==> config.mk <==
export PLATFORM = sky130hd
export DESIGN_NAME = cpt_timer
export DESIGN_NICKNAME = d
export VERILOG_FILES = /design/src/cpt_outpin.v /design/src/cpt_tick.v /design/src/cpt_timer.v
export VERILOG_INCLUDE_DIRS = /design/src /design/src/src
export SDC_FILE = /design/constraint.sdc
export NUM_CORES = 1
export LEC_CHECK = 0
export ABC_AREA = 1
export BUFFER_PORTS_ARGS = -buffer_cell sky130_fd_sc_hd__buf_2
export CORE_MARGIN = 4
export CORE_UTILIZATION = 50
export CTS_CLUSTER_SIZE = 24
export DETAILED_ROUTE_END_ITERATION = 8
export HOLD_SLACK_MARGIN = 0.03
export PLACE_DENSITY = 0.77
export SLEW_MARGIN = 20
export SYNTH_ARGS = -nofsm -noshare
export SYNTH_HDL_FRONTEND = slang
export SYNTH_HIERARCHICAL = 1
export SYNTH_SLANG_ARGS = --single-unit
export TNS_END_PERCENT = 50
==> constraint.sdc <==
create_clock -name clk_i -period 2.9 [get_ports clk_i]
set_input_delay 0.145 -clock clk_i [delete_from_list [all_inputs] [get_ports clk_i]]
set_output_delay 0.145 -clock clk_i [all_outputs]
set_load 0.01 [all_outputs]
==> src/cpt_consts.vh <==
// Constants for the compact timer: register map, fields, codes and timing.
`ifndef CPT_CONSTS_VH
`define CPT_CONSTS_VH

// Word-aligned byte addresses of the registers on the 32-bit bus.
`define CPT_ADR_CTRL0      8'h00
`define CPT_ADR_CTRL1      8'h04
`define CPT_ADR_CNT_LO     8'h08
`define CPT_ADR_CNT_HI     8'h0C
`define CPT_ADR_CMPA_LO    8'h10
`define CPT_ADR_CMPA_HI    8'h14
`define CPT_ADR_PERIOD     8'h18
`define CPT_ADR_FLAGS      8'h1C

// Control register zero fields.
`define CPT_C0_PAUSE       7
`define CPT_C0_CKSEL_HI    6
`define CPT_C0_CKSEL_LO    4
`define CPT_C0_ON          3

// Control register one fields.
`define CPT_C1_MODE_HI     7
`define CPT_C1_MODE_LO     6
`define CPT_C1_ACT_HI      5
`define CPT_C1_ACT_LO      4
`define CPT_C1_INIT        3
`define CPT_C1_INV         2
`define CPT_C1_SWAP        1
`define CPT_C1_CLRSEL      0

// Flag register fields.
`define CPT_FL_A           0
`define CPT_FL_P           1

// Reset values.
`define CPT_RST_BYTE       8'h00
`define CPT_RST_WORD       16'h0000

// Operating modes.
`define CPT_MODE_CMP       2'b00
`define CPT_MODE_PWM       2'b10
`define CPT_MODE_TMR       2'b11

// Output action codes.
`define CPT_ACT_NONE       2'b00
`define CPT_ACT_LOW        2'b01
`define CPT_ACT_HIGH       2'b10
`define CPT_ACT_TOGGLE     2'b11

// Counting clock source codes.
`define CPT_CK_SYS4        3'b000
`define CPT_CK_SYS         3'b001
`define CPT_CK_H16         3'b010
`define CPT_CK_H64         3'b011
`define CPT_CK_SUB0        3'b100
`define CPT_CK_SUB1        3'b101
`define CPT_CK_PINR        3'b110
`define CPT_CK_PINF        3'b111

// Prescaler terminal counts, one less than the division ratio.
`define CPT_DIV4_LAST      6'h03
`define CPT_DIV16_LAST     6'h0F
`define CPT_DIV64_LAST     6'h3F

`endif

==> src/cpt_outpin.v <==
// Output pin logic for compare-match and PWM modes.
`timescale 1ns/10ps
`include "cpt_consts.vh"

module cpt_outpin (
   input  wire       clk_i,
   input  wire       rst_i,
   input  wire       ce_i,
   input  wire [1:0] mode_i,
   input  wire [1:0] act_i,
   input  wire       init_i,
   input  wire       inv_i,
   input  wire       on_rise_i,
   input  wire       a_evt_i,
   input  wire       pwm_active_i,
   output reg        pin_o,
   output reg        pin_oe_o
);

   reg  lvl_q;
   reg  pwm_lvl;

   // Compare-match pin state; the timer-on rise loads the initial level.
   always @(posedge clk_i) begin
      if (rst_i) begin
         lvl_q <= 1'b0;
      end else if (ce_i) begin
         if (on_rise_i) begin
            lvl_q <= init_i;
         end else if (a_evt_i && mode_i == `CPT_MODE_CMP) begin
            case (act_i)
               `CPT_ACT_LOW:    lvl_q <= 1'b0;
               `CPT_ACT_HIGH:   lvl_q <= 1'b1;
               `CPT_ACT_TOGGLE: lvl_q <= ~lvl_q;
               default:         lvl_q <= lvl_q;
            endcase
         end
      end
   end

   // PWM level: the initial-level bit is the active level.
   always @* begin
      case (act_i)
         `CPT_ACT_NONE: pwm_lvl = ~init_i;
         `CPT_ACT_LOW:  pwm_lvl = init_i;
         `CPT_ACT_HIGH: pwm_lvl = pwm_active_i ? init_i : ~init_i;
         default:       pwm_lvl = ~init_i;
      endcase
   end

   // Registered pin; timer mode leaves the pin undriven for other uses.
   always @(posedge clk_i) begin
      if (rst_i) begin
         pin_o    <= 1'b0;
         pin_oe_o <= 1'b0;
      end else if (ce_i) begin
         pin_o    <= ((mode_i == `CPT_MODE_PWM) ? pwm_lvl : lvl_q) ^ inv_i;
         pin_oe_o <= (mode_i == `CPT_MODE_CMP) ||
                     (mode_i == `CPT_MODE_PWM);
      end
   end

endmodule

==> src/cpt_tick.v <==
// Counting clock selector: turns the chosen source into one-cycle ticks.
`timescale 1ns/10ps
`include "cpt_consts.vh"

module cpt_tick (
   input  wire       clk_i,
   input  wire       rst_i,
   input  wire       ce_i,
   input  wire [2:0] sel_i,
   input  wire       sub_tick_i,
   input  wire       ext_clk_i,
   output reg        tick_o
);

   reg  [5:0] pre_q;
   reg        ext_q;

   // Free-running prescaler; the high-speed clock is the system clock here.
   always @(posedge clk_i) begin
      if (rst_i) begin
         pre_q <= 6'h00;
         ext_q <= 1'b0;
      end else if (ce_i) begin
         pre_q <= pre_q + 6'h01;
         ext_q <= ext_clk_i;
      end
   end

   // Tick decode; the pin is taken as synchronous, so one stage detects edges.
   always @* begin
      case (sel_i)
         `CPT_CK_SYS4: tick_o = ({4'h0, pre_q[1:0]} == `CPT_DIV4_LAST);
         `CPT_CK_SYS:  tick_o = 1'b1;
         `CPT_CK_H16:  tick_o = ({2'b00, pre_q[3:0]} == `CPT_DIV16_LAST);
         `CPT_CK_H64:  tick_o = (pre_q == `CPT_DIV64_LAST);
         `CPT_CK_SUB0: tick_o = sub_tick_i;
         `CPT_CK_SUB1: tick_o = sub_tick_i;
         `CPT_CK_PINR: tick_o = ext_clk_i & ~ext_q;
         `CPT_CK_PINF: tick_o = ~ext_clk_i & ext_q;
         default:      tick_o = 1'b0;
      endcase
   end

endmodule

==> src/cpt_timer.v <==
// Compact timer: 16-bit counter, two comparators, Wishbone register file.
//
// What this block does
// - Clear-select high: clear only on match A.
// - Clear-select low: clear on P; overflow if zero.
// - Counter readable as two read-only bytes.
// - Compare A value: two read/write bytes.
// - P compares counter high byte; zero means 65536.
// - Mode 00 compare, 11 timer, 10 PWM.
// - Compare mode, clear-select low: both flags set.
// - Clear-select high outside PWM: P flag never set.
// - A zero, clear-select high: wrap, no flag.
// - Compare mode: only match A moves pin.
// - Action zero leaves pin unchanged.
// - Timer-on rise loads initial pin level.
// - Timer mode counts alike, pin undriven.
// - PWM ignores clear-select; swap bit picks roles.
// - PWM sets each flag on its match.
// - PWM: active level, action, invert.
// - Swap zero: period from P, duty A.
// - Duty not below period: always active.
// - Swap one: period A, duty P times 256.
// - PWM counting continues while pin forced.
// - Timer-on rise zeroes counter; off holds it.
// - Action 01 low, 10 high, 11 toggle.
// - PWM action 00 inactive, 01 active, 10 wave.
`timescale 1ns/10ps
`include "cpt_consts.vh"

module cpt_timer (
   input  wire        clk_i,
   input  wire        rst_i,
   input  wire        ce_i,
   input  wire        cyc_i,
   input  wire        stb_i,
   input  wire        we_i,
   input  wire [7:0]  adr_i,
   input  wire [3:0]  sel_i,
   input  wire [31:0] dat_i,
   output reg  [31:0] dat_o,
   output reg         ack_o,
   input  wire        sub_tick_i,
   input  wire        ext_clk_i,
   output wire        pin_o,
   output wire        pin_oe_o,
   output wire        match_a_flag_o,
   output wire        match_p_flag_o
);

   ////////////////////////////////////////////////////////////////////////
   // Declarations.

   // Counter bytes are read live with no latch, so a 16-bit
   // read may tear while counting; stop the timer first
   // when both halves must agree.
   reg  [7:0]  ctrl0_q;
   reg  [7:0]  ctrl1_q;
   reg  [15:0] cmpa_q;
   reg  [7:0]  per_q;
   reg  [15:0] cnt_q;
   reg  [15:0] cnt_d;
   reg         flag_a_q;
   reg         flag_p_q;
   reg         on_prev_q;
   reg  [7:0]  rd_d;
   reg         pwm_active;

   wire        req;
   wire        wr;
   wire        tick;
   wire        on;
   wire        pause;
   wire [1:0]  mode;
   wire        is_pwm;
   wire        swap;
   wire        clr_sel;
   wire        on_rise;
   wire        run;
   wire [16:0] nxt;
   wire        carry;
   wire        a_hit;
   wire        p_hit;
   wire        clr_by_a;
   wire        hit_clr;
   wire        a_set;
   wire        p_set;
   wire [16:0] period;
   wire [16:0] duty;

   ////////////////////////////////////////////////////////////////////////
   // Helpers.

   // Spans are 17 bits so 65536 does not fold to zero and
   // make every duty look like a full period.
   // Span of the P comparator in counting clocks; zero stands for 65536.
   function [16:0] p_span;
      input [7:0] p;
      begin
         if (p == 8'h00) begin
            p_span = 17'h1_0000;
         end else begin
            p_span = {1'b0, p, 8'h00};
         end
      end
   endfunction

   // Span of the A comparator; zero means the counter runs to its wrap.
   function [16:0] a_span;
      input [15:0] a;
      begin
         if (a == 16'h0000) begin
            a_span = 17'h1_0000;
         end else begin
            a_span = {1'b0, a};
         end
      end
   endfunction

   ////////////////////////////////////////////////////////////////////////
   // Field decode.

   // Mode 01 has no meaning here: it counts like compare
   // mode and releases the pin.
   // Control fields pulled out by name.
   assign on      = ctrl0_q[`CPT_C0_ON];
   assign pause   = ctrl0_q[`CPT_C0_PAUSE];
   assign mode    = ctrl1_q[`CPT_C1_MODE_HI:`CPT_C1_MODE_LO];
   assign is_pwm  = (mode == `CPT_MODE_PWM);
   assign swap    = ctrl1_q[`CPT_C1_SWAP];
   assign clr_sel = ctrl1_q[`CPT_C1_CLRSEL];

   ////////////////////////////////////////////////////////////////////////
   // Wishbone slave.

   // A request is acknowledged one cycle after it arrives; the write and
   // the read data both belong to the edge at which ack is high, so the
   // master sees the effect exactly when it samples the answer.
   assign req = cyc_i & stb_i;

   // Only byte lane zero carries data; a write without it
   // is acknowledged and dropped.
   assign wr  = req & we_i & ack_o & sel_i[0];

   always @(posedge clk_i) begin
      if (rst_i) begin
         ack_o <= 1'b0;
         dat_o <= 32'h0000_0000;
      end else if (ce_i) begin
         ack_o <= req & ~ack_o;
         dat_o <= {24'h00_0000, rd_d};
      end
   end

   // Read multiplexer; unmapped addresses and unused bits read as zero.
   always @* begin
      case (adr_i)
         `CPT_ADR_CTRL0:   rd_d = {ctrl0_q[7:3], 3'b000};
         `CPT_ADR_CTRL1:   rd_d = ctrl1_q;
         `CPT_ADR_CNT_LO:  rd_d = cnt_q[7:0];
         `CPT_ADR_CNT_HI:  rd_d = cnt_q[15:8];
         `CPT_ADR_CMPA_LO: rd_d = cmpa_q[7:0];
         `CPT_ADR_CMPA_HI: rd_d = cmpa_q[15:8];
         `CPT_ADR_PERIOD:  rd_d = per_q;
         `CPT_ADR_FLAGS:   rd_d = {6'h00, flag_p_q, flag_a_q};
         default:          rd_d = 8'h00;
      endcase
   end

   // Control register zero bits 2 to 0 are not implemented: writes drop
   // them and reads return zero.
   // Software-writable registers; the counter bytes take no writes.
   always @(posedge clk_i) begin
      if (rst_i) begin
         ctrl0_q <= `CPT_RST_BYTE;
         ctrl1_q <= `CPT_RST_BYTE;
         cmpa_q  <= `CPT_RST_WORD;
         per_q   <= `CPT_RST_BYTE;
      end else if (ce_i && wr) begin
         case (adr_i)
            `CPT_ADR_CTRL0:   ctrl0_q <= {dat_i[7:3], 3'b000};
            `CPT_ADR_CTRL1:   ctrl1_q <= dat_i[7:0];
            `CPT_ADR_CMPA_LO: cmpa_q[7:0]  <= dat_i[7:0];
            `CPT_ADR_CMPA_HI: cmpa_q[15:8] <= dat_i[7:0];
            `CPT_ADR_PERIOD:  per_q   <= dat_i[7:0];
            default:          ctrl0_q <= ctrl0_q;
         endcase
      end
   end

   ////////////////////////////////////////////////////////////////////////
   // Counting clock.

   // The clock-select field picks the tick source.
   cpt_tick u_tick (
      .clk_i      (clk_i),
      .rst_i      (rst_i),
      .ce_i       (ce_i),
      .sel_i      (ctrl0_q[`CPT_C0_CKSEL_HI:`CPT_C0_CKSEL_LO]),
      .sub_tick_i (sub_tick_i),
      .ext_clk_i  (ext_clk_i),
      .tick_o     (tick)
   );

   ////////////////////////////////////////////////////////////////////////
   // Counter and comparators.

   // A start: the write lands at edge W, on_rise is high in
   // the next cycle, the counter is zero at W+1 and counts
   // first at W+2. A tick in the on_rise cycle is dropped
   // so every start begins from a clean zero.
   // Timer-on edge, seen one cycle after the control write lands.
   always @(posedge clk_i) begin
      if (rst_i) begin
         on_prev_q <= 1'b0;
      end else if (ce_i) begin
         on_prev_q <= on;
      end
   end
   // High for the one cycle after timer-on is set.
   assign on_rise = on & ~on_prev_q;

   // Matches are judged on the value the counter is about to take, so a
   // compare value N ends a cycle of exactly N counting clocks.
   assign run   = on & ~pause & tick & ~on_rise;
   assign nxt   = {1'b0, cnt_q} + 17'h0_0001;
   assign carry = nxt[16];
   assign p_hit = (per_q == 8'h00) ? carry :
                  (nxt[15:8] == per_q) && (nxt[7:0] == 8'h00);
   // A zero compare A value never matches; the count wraps.
   assign a_hit = (cmpa_q != 16'h0000) && !carry &&
                  (nxt[15:0] == cmpa_q);

   // A zero period byte makes p_hit the overflow, so the P
   // flag marks the wrap when P clears the counter.
   // PWM uses the swap bit to pick the period comparator instead.
   assign clr_by_a = is_pwm ? swap : clr_sel;
   assign hit_clr  = clr_by_a ? a_hit : p_hit;

   // Next counter value; turning the timer off simply stops the ticks.
   // Pause acts through run too, so the count is kept.
   always @* begin
      if (on_rise) begin
         cnt_d = 16'h0000;
      end else if (run && hit_clr) begin
         cnt_d = 16'h0000;
      end else if (run) begin
         cnt_d = nxt[15:0];
      end else begin
         cnt_d = cnt_q;
      end
   end

   always @(posedge clk_i) begin
      if (rst_i) begin
         cnt_q <= `CPT_RST_WORD;
      end else if (ce_i) begin
         cnt_q <= cnt_d;
      end
   end

   ////////////////////////////////////////////////////////////////////////
   // Match flags.

   // With clear-select high outside PWM the P comparator raises nothing,
   // even when its value lies below the A value.
   assign a_set = run & a_hit;
   assign p_set = run & p_hit & (is_pwm | ~clr_sel);

   // Each flag clears on its own bit of the write.
   // Sticky flags, cleared by writing one; a match in the same cycle as
   // the clear wins so no event is lost.
   always @(posedge clk_i) begin
      if (rst_i) begin
         flag_a_q <= 1'b0;
         flag_p_q <= 1'b0;
      end else if (ce_i) begin
         if (a_set) begin
            flag_a_q <= 1'b1;
         end else if (wr && adr_i == `CPT_ADR_FLAGS &&
                      dat_i[`CPT_FL_A]) begin
            flag_a_q <= 1'b0;
         end
         if (p_set) begin
            flag_p_q <= 1'b1;
         end else if (wr && adr_i == `CPT_ADR_FLAGS &&
                      dat_i[`CPT_FL_P]) begin
            flag_p_q <= 1'b0;
         end
      end
   end

   // Flags leave straight from their flip-flops, so the
   // pins and the flag byte always agree.
   assign match_a_flag_o = flag_a_q;
   assign match_p_flag_o = flag_p_q;

   ////////////////////////////////////////////////////////////////////////
   // PWM duty.

   // Period and duty spans by the swap bit; the comparison keeps running
   // whatever the action field does to the pin.
   assign period = swap ? a_span(cmpa_q) : p_span(per_q);
   assign duty   = swap ? p_span(per_q) : {1'b0, cmpa_q};

   // Duty is judged on the live counter, so a change made
   // while running acts mid-period; stop the timer before
   // changing duty or period.
   // Active from counter zero until the duty count is reached; a duty at
   // or beyond the period keeps the wave active for the whole period.
   always @* begin
      if (duty >= period) begin
         pwm_active = 1'b1;
      end else begin
         pwm_active = ({1'b0, cnt_q} < duty);
      end
   end

   ////////////////////////////////////////////////////////////////////////
   // Output pin.

   // The pin is registered in the child and trails the
   // flags by one clock; the latency buys a pin free of
   // glitches from the compare logic.
   // Only a counted A match steers the compare-mode pin.
   cpt_outpin u_out (
      .clk_i        (clk_i),
      .rst_i        (rst_i),
      .ce_i         (ce_i),
      .mode_i       (mode),
      .act_i        (ctrl1_q[`CPT_C1_ACT_HI:`CPT_C1_ACT_LO]),
      .init_i       (ctrl1_q[`CPT_C1_INIT]),
      .inv_i        (ctrl1_q[`CPT_C1_INV]),
      .on_rise_i    (on_rise),
      .a_evt_i      (a_set),
      .pwm_active_i (pwm_active),
      .pin_o        (pin_o),
      .pin_oe_o     (pin_oe_o)
   );

endmodule
==> results.tsv <==
stage	metric	value	unit
detailed_routing	drt pass-1 iters	5	
layout	commonest non-fill, non-tap cell in the layout	nand2_1	
layout	layout cells sized above 1	0.1518	
power_and_ir_drop	Flop pwr share	0.524	
die	die area	12640	µm²
yosys	area share of fa/ha/maj cells after synthesis	0.06884	
timing	f_max	371.8	MHz
power_and_ir_drop	Leak Pwr	2.585	nW
timing	actual slew at the worst max-slew pin	0.8177	ns
layout	most frequent cells in the layout	220 x nand2_1, 99 x inv_1, 95 x nor2_1, 71 x dfxtp_1, 62 x a21oi_1	
place	Final HPWL DP	12.72	mm
yosys	share of the synthesized area in the top cell type	0.2754	
place	PortBufs	37	
yosys	Distinct cells, synth	42	
critical_path	internal reg-to-reg setup slack	0.21	ns
timing	Final min period	2.690	ns
global_route	GRT Util Overall	0.2543	
layout	FF/Latch Area	1511	µm²
detailed_routing	Final Routed Wirelength	16.36	mm
clock_tree	deepest clock path buffer count	2	
detailed_routing	drc violations	0	
global_route	vias in the first global route	4994	
yosys	largest family of logic cells by synthesized area	simple AND/OR/NAND/NOR gates	
run_status	status	finished clean	
yosys	Post-synth EDFFs	0	
place	Cell Area, Placed	5776	µm²
layout	Core Util, Final	0.5792	
yosys	Yosys reg bits	75	
place	GP Congestion	1.037	
timing	setup ws final	0.2104	ns
critical_path	Worst Setup Path Type	reg -> reg	
global_route	pin count of the biggest net entering global routing	42	
timing	Max-slew headroom	0.4549	
layout	Antenna diodes	0	
clock_tree	CTS tree	yes	
timing	RSZ-0062 raised after global routing	false	
global_route	first-pass GRT wire length	25.47	mm
timing	Max Slew Vio Count	0	
yosys	Compound-Gate Fraction of Synth Area	0.1732	
die	Core Box Area	10460	µm²
yosys	area of the mapped netlist	5453	µm²
layout	final instance area	6060	µm²
critical_path	crit path DAT	2.95	ns
die	io pins	89	
yosys	post-synthesis mux area share	0	
job	max cap viols	0	
critical_path	CP Max Fanout	4	
layout	Area growth, synth to finish	11.13	%
yosys	Post-Synth Simple-Gate Area	0.3428	
clock_tree	cts hold-fix bufs	0	
power_and_ir_drop	P per Cell Area	327.4	nW/µm²
critical_path	FF-to-FF End	u_out/lvl_q	
yosys	Avg Cell Area, Syn	6.377	µm²
timing	Hold Vio Cnt, Final	0	
power_and_ir_drop	Net Sw Power	0.5149	mW
global_route	grt total ovfl	0	
clock_tree	H-Tree Depth	3	
timing	setup_tns	0	ns
detailed_routing	post-detailed-route count of antenna-violating nets	0	
min_path	worst hold start	ext_clk_i	
layout	layout net count	986	
yosys	Synth Flop Type	dfxtp_1	
yosys	dominant cells by area after synthesis	dfxtp_1 28%, nand2_1 15%, inv_1 7.4%	
power_and_ir_drop	total power	1.984	mW
min_path	Worst Hold End	u_tick/ext_q	
yosys	post-synthesis sequential area ratio	0.2754	
power_and_ir_drop	Switching Share	0.2595	
critical_path	worst r2r src	u_tick/pre_q[0]	
yosys	Synth warnings	6	
yosys	Synth Area in XOR/XNOR	0.009637	
clock_tree	# clock sinks	75	
layout	fill cell count	1056	
detailed_routing	DR iter-0 viols	512	
min_path	hold crit path type	in -> reg	
detailed_routing	drt wl/cell	15.66	µm
timing	setup violators final	0	
yosys	cell taking the most area after synthesis	dfxtp_1	
power_and_ir_drop	worst vdd ir	0.0003228	V
yosys	post-synthesis cell count	855	
die	Starting Density	0.5212	
die	Die H	112.4	µm
layout	Multi-input gate area	3393	µm²
power_and_ir_drop	internal power	1.469	mW
critical_path	startpoint types	register	
critical_path	Setup crit end kind	register	
clock_tree	number of buffers created by CTS	9	
die	Rows	37	
detailed_routing	vias per cell	5.515	
timing	Fin Clk Skew	0.01081	ns
clock_tree	worst skew pair latency	0.37	ns
timing	period utilization	0.9274	
die	die width	112.4	µm
power_and_ir_drop	Clock power frac	0.424	
min_path	hold depth	3	
detailed_routing	vias	5763	
power_and_ir_drop	Comb power frac	0.052	
clock_tree	Clock Pin Slew Worst Setup and Hold Paths	0.08	ns
critical_path	worst r2r path cells	21	
clock_tree	clk root buf	clkbuf_8	
global_route	initial antenna violation count	0	
yosys	asr flop ratio synth	0	
critical_path	critical path data required time	3.16	ns
place	dpl ws	0.03529	ns
[metrics by stage]
step | hold WS [ns] | std cells
final | 0.04882 | 1045
after global routing | 0.07963 | 1045
after CTS | 0.03424 | 1044
after detailed placement | 0.4284 | 1028
after global placement | 0.4271 | 1028
after floorplan | 0.2174 | 878
[sequential cells by signal, indices dropped and copies added (netlist names), 5 cells and up]
signal,count
cnt_q,16
per_q,8
ctrl0_q,5
u_tick/pre_q,6
dat_o,8
ctrl1_q,8
cmpa_q,16
[power by group through the flow]
stage                     Clock (mW)  Sequential [mW]  Combinational (mW)
after global placement             0             1.06              0.0986
after CTS                      0.852             1.04               0.100
after detailed placement           0             1.06              0.0998
final                          0.840             1.04               0.103
after global routing           0.887             1.04               0.114
after floorplan                    0             1.07              0.0799
[area by class of cell]
class,count,area share
multi-input cells,646,0.5600
flip-flops and latches,75,0.2494
inverters,112,0.07000
repair buffers,60,0.05967
well taps,136,0.02808
clock buffers,10,0.02106
clock inverters,6,0.01177
[cell usage after synthesis (2+ instances only)]
cell type and n:
nand2_1 221, inv_1 107, nor2_1 100, dfxtp_1 75
a21oi_1 64, nand3_1 47, a211oi_1 33, o21ai_0 33
ha_1 30, buf_4 24, clkbuf_1 15, nand4_1 13
nor3_1 13, o22ai_1 11, nand2_2 9, nor2_4 8
xor2_1 5, nor2_2 4, or2_2 4, a21oi_2 3
a221oi_1 3, buf_6 3, inv_2 3, o221ai_1 3
buf_2 2, nand2_4 2, nand3_2 2, nor4_1 2
o21bai_1 2, o31ai_1 2
[layer usage]
| layer | global-route usage | wire length (µm) |
|---|---|---|
| met1 | 0.3520 | 7170 |
| met5 | 0 | 0 |
| met3 | 0.05283 | 1538 |
| met2 | 0.3894 | 7130 |
| met4 | 0.09696 | 523 |
[how the worst max path moves through the flow]
stage / from / to / slack [ns] / cells after the start
finish: u_tick/pre_q[0] / u_out/lvl_q / 0.21 / 21
global route: cmpa_q[3] / u_out/pin_o / 0.002 / 21
CTS: ctrl1_q[1] / u_out/pin_o / 0.01 / 23
detailed placement: ctrl1_q[1] / u_out/pin_o / 0.04 / 23
global placement: ctrl1_q[1] / u_out/pin_o / 0.08 / 23
floorplan: ctrl1_q[1] / u_out/pin_o / 0.41 / 26
[worst max-delay path, cell delays in order, from the launching register on]
cell and delay [ns]:
dfxtp_4 0.38, ha_2 0.19, inv_1 0.06, nor2_1 0.08, nand3_1 0.09, nand2_1 0.06
nor2_1 0.04, nor2_1 0.13, nand3_2 0.11, nor2_4 0.15, nand2_1 0.07, nor2_2 0.11
nand3_1 0.07, nor2_1 0.12, nand3_1 0.11, nor2_1 0.11, nand2_1 0.11, inv_2 0.09
nor3b_4 0.18, o211ai_2 0.10, nor2_1 0.16, nor2_2 0.05
[cell families (layout without fill, tap and decap cells)]
group                      Yosys count  count (layout)
AOI/OAI and AO/OA                  158             158
DFF                                 75              75
xor gates and xnor gates             6               6
other                                1              24
adders and majority gates           30              30
buffers and inverters              157             188
and+or+nand+nor                    428             428
[timing repair]
action	in CTS	in global routing
buffers inserted	0	1
resized for setup	0	37
endpoints found under the setup margin	0	18
Note: power is estimated with default switching activity, not from simulation.
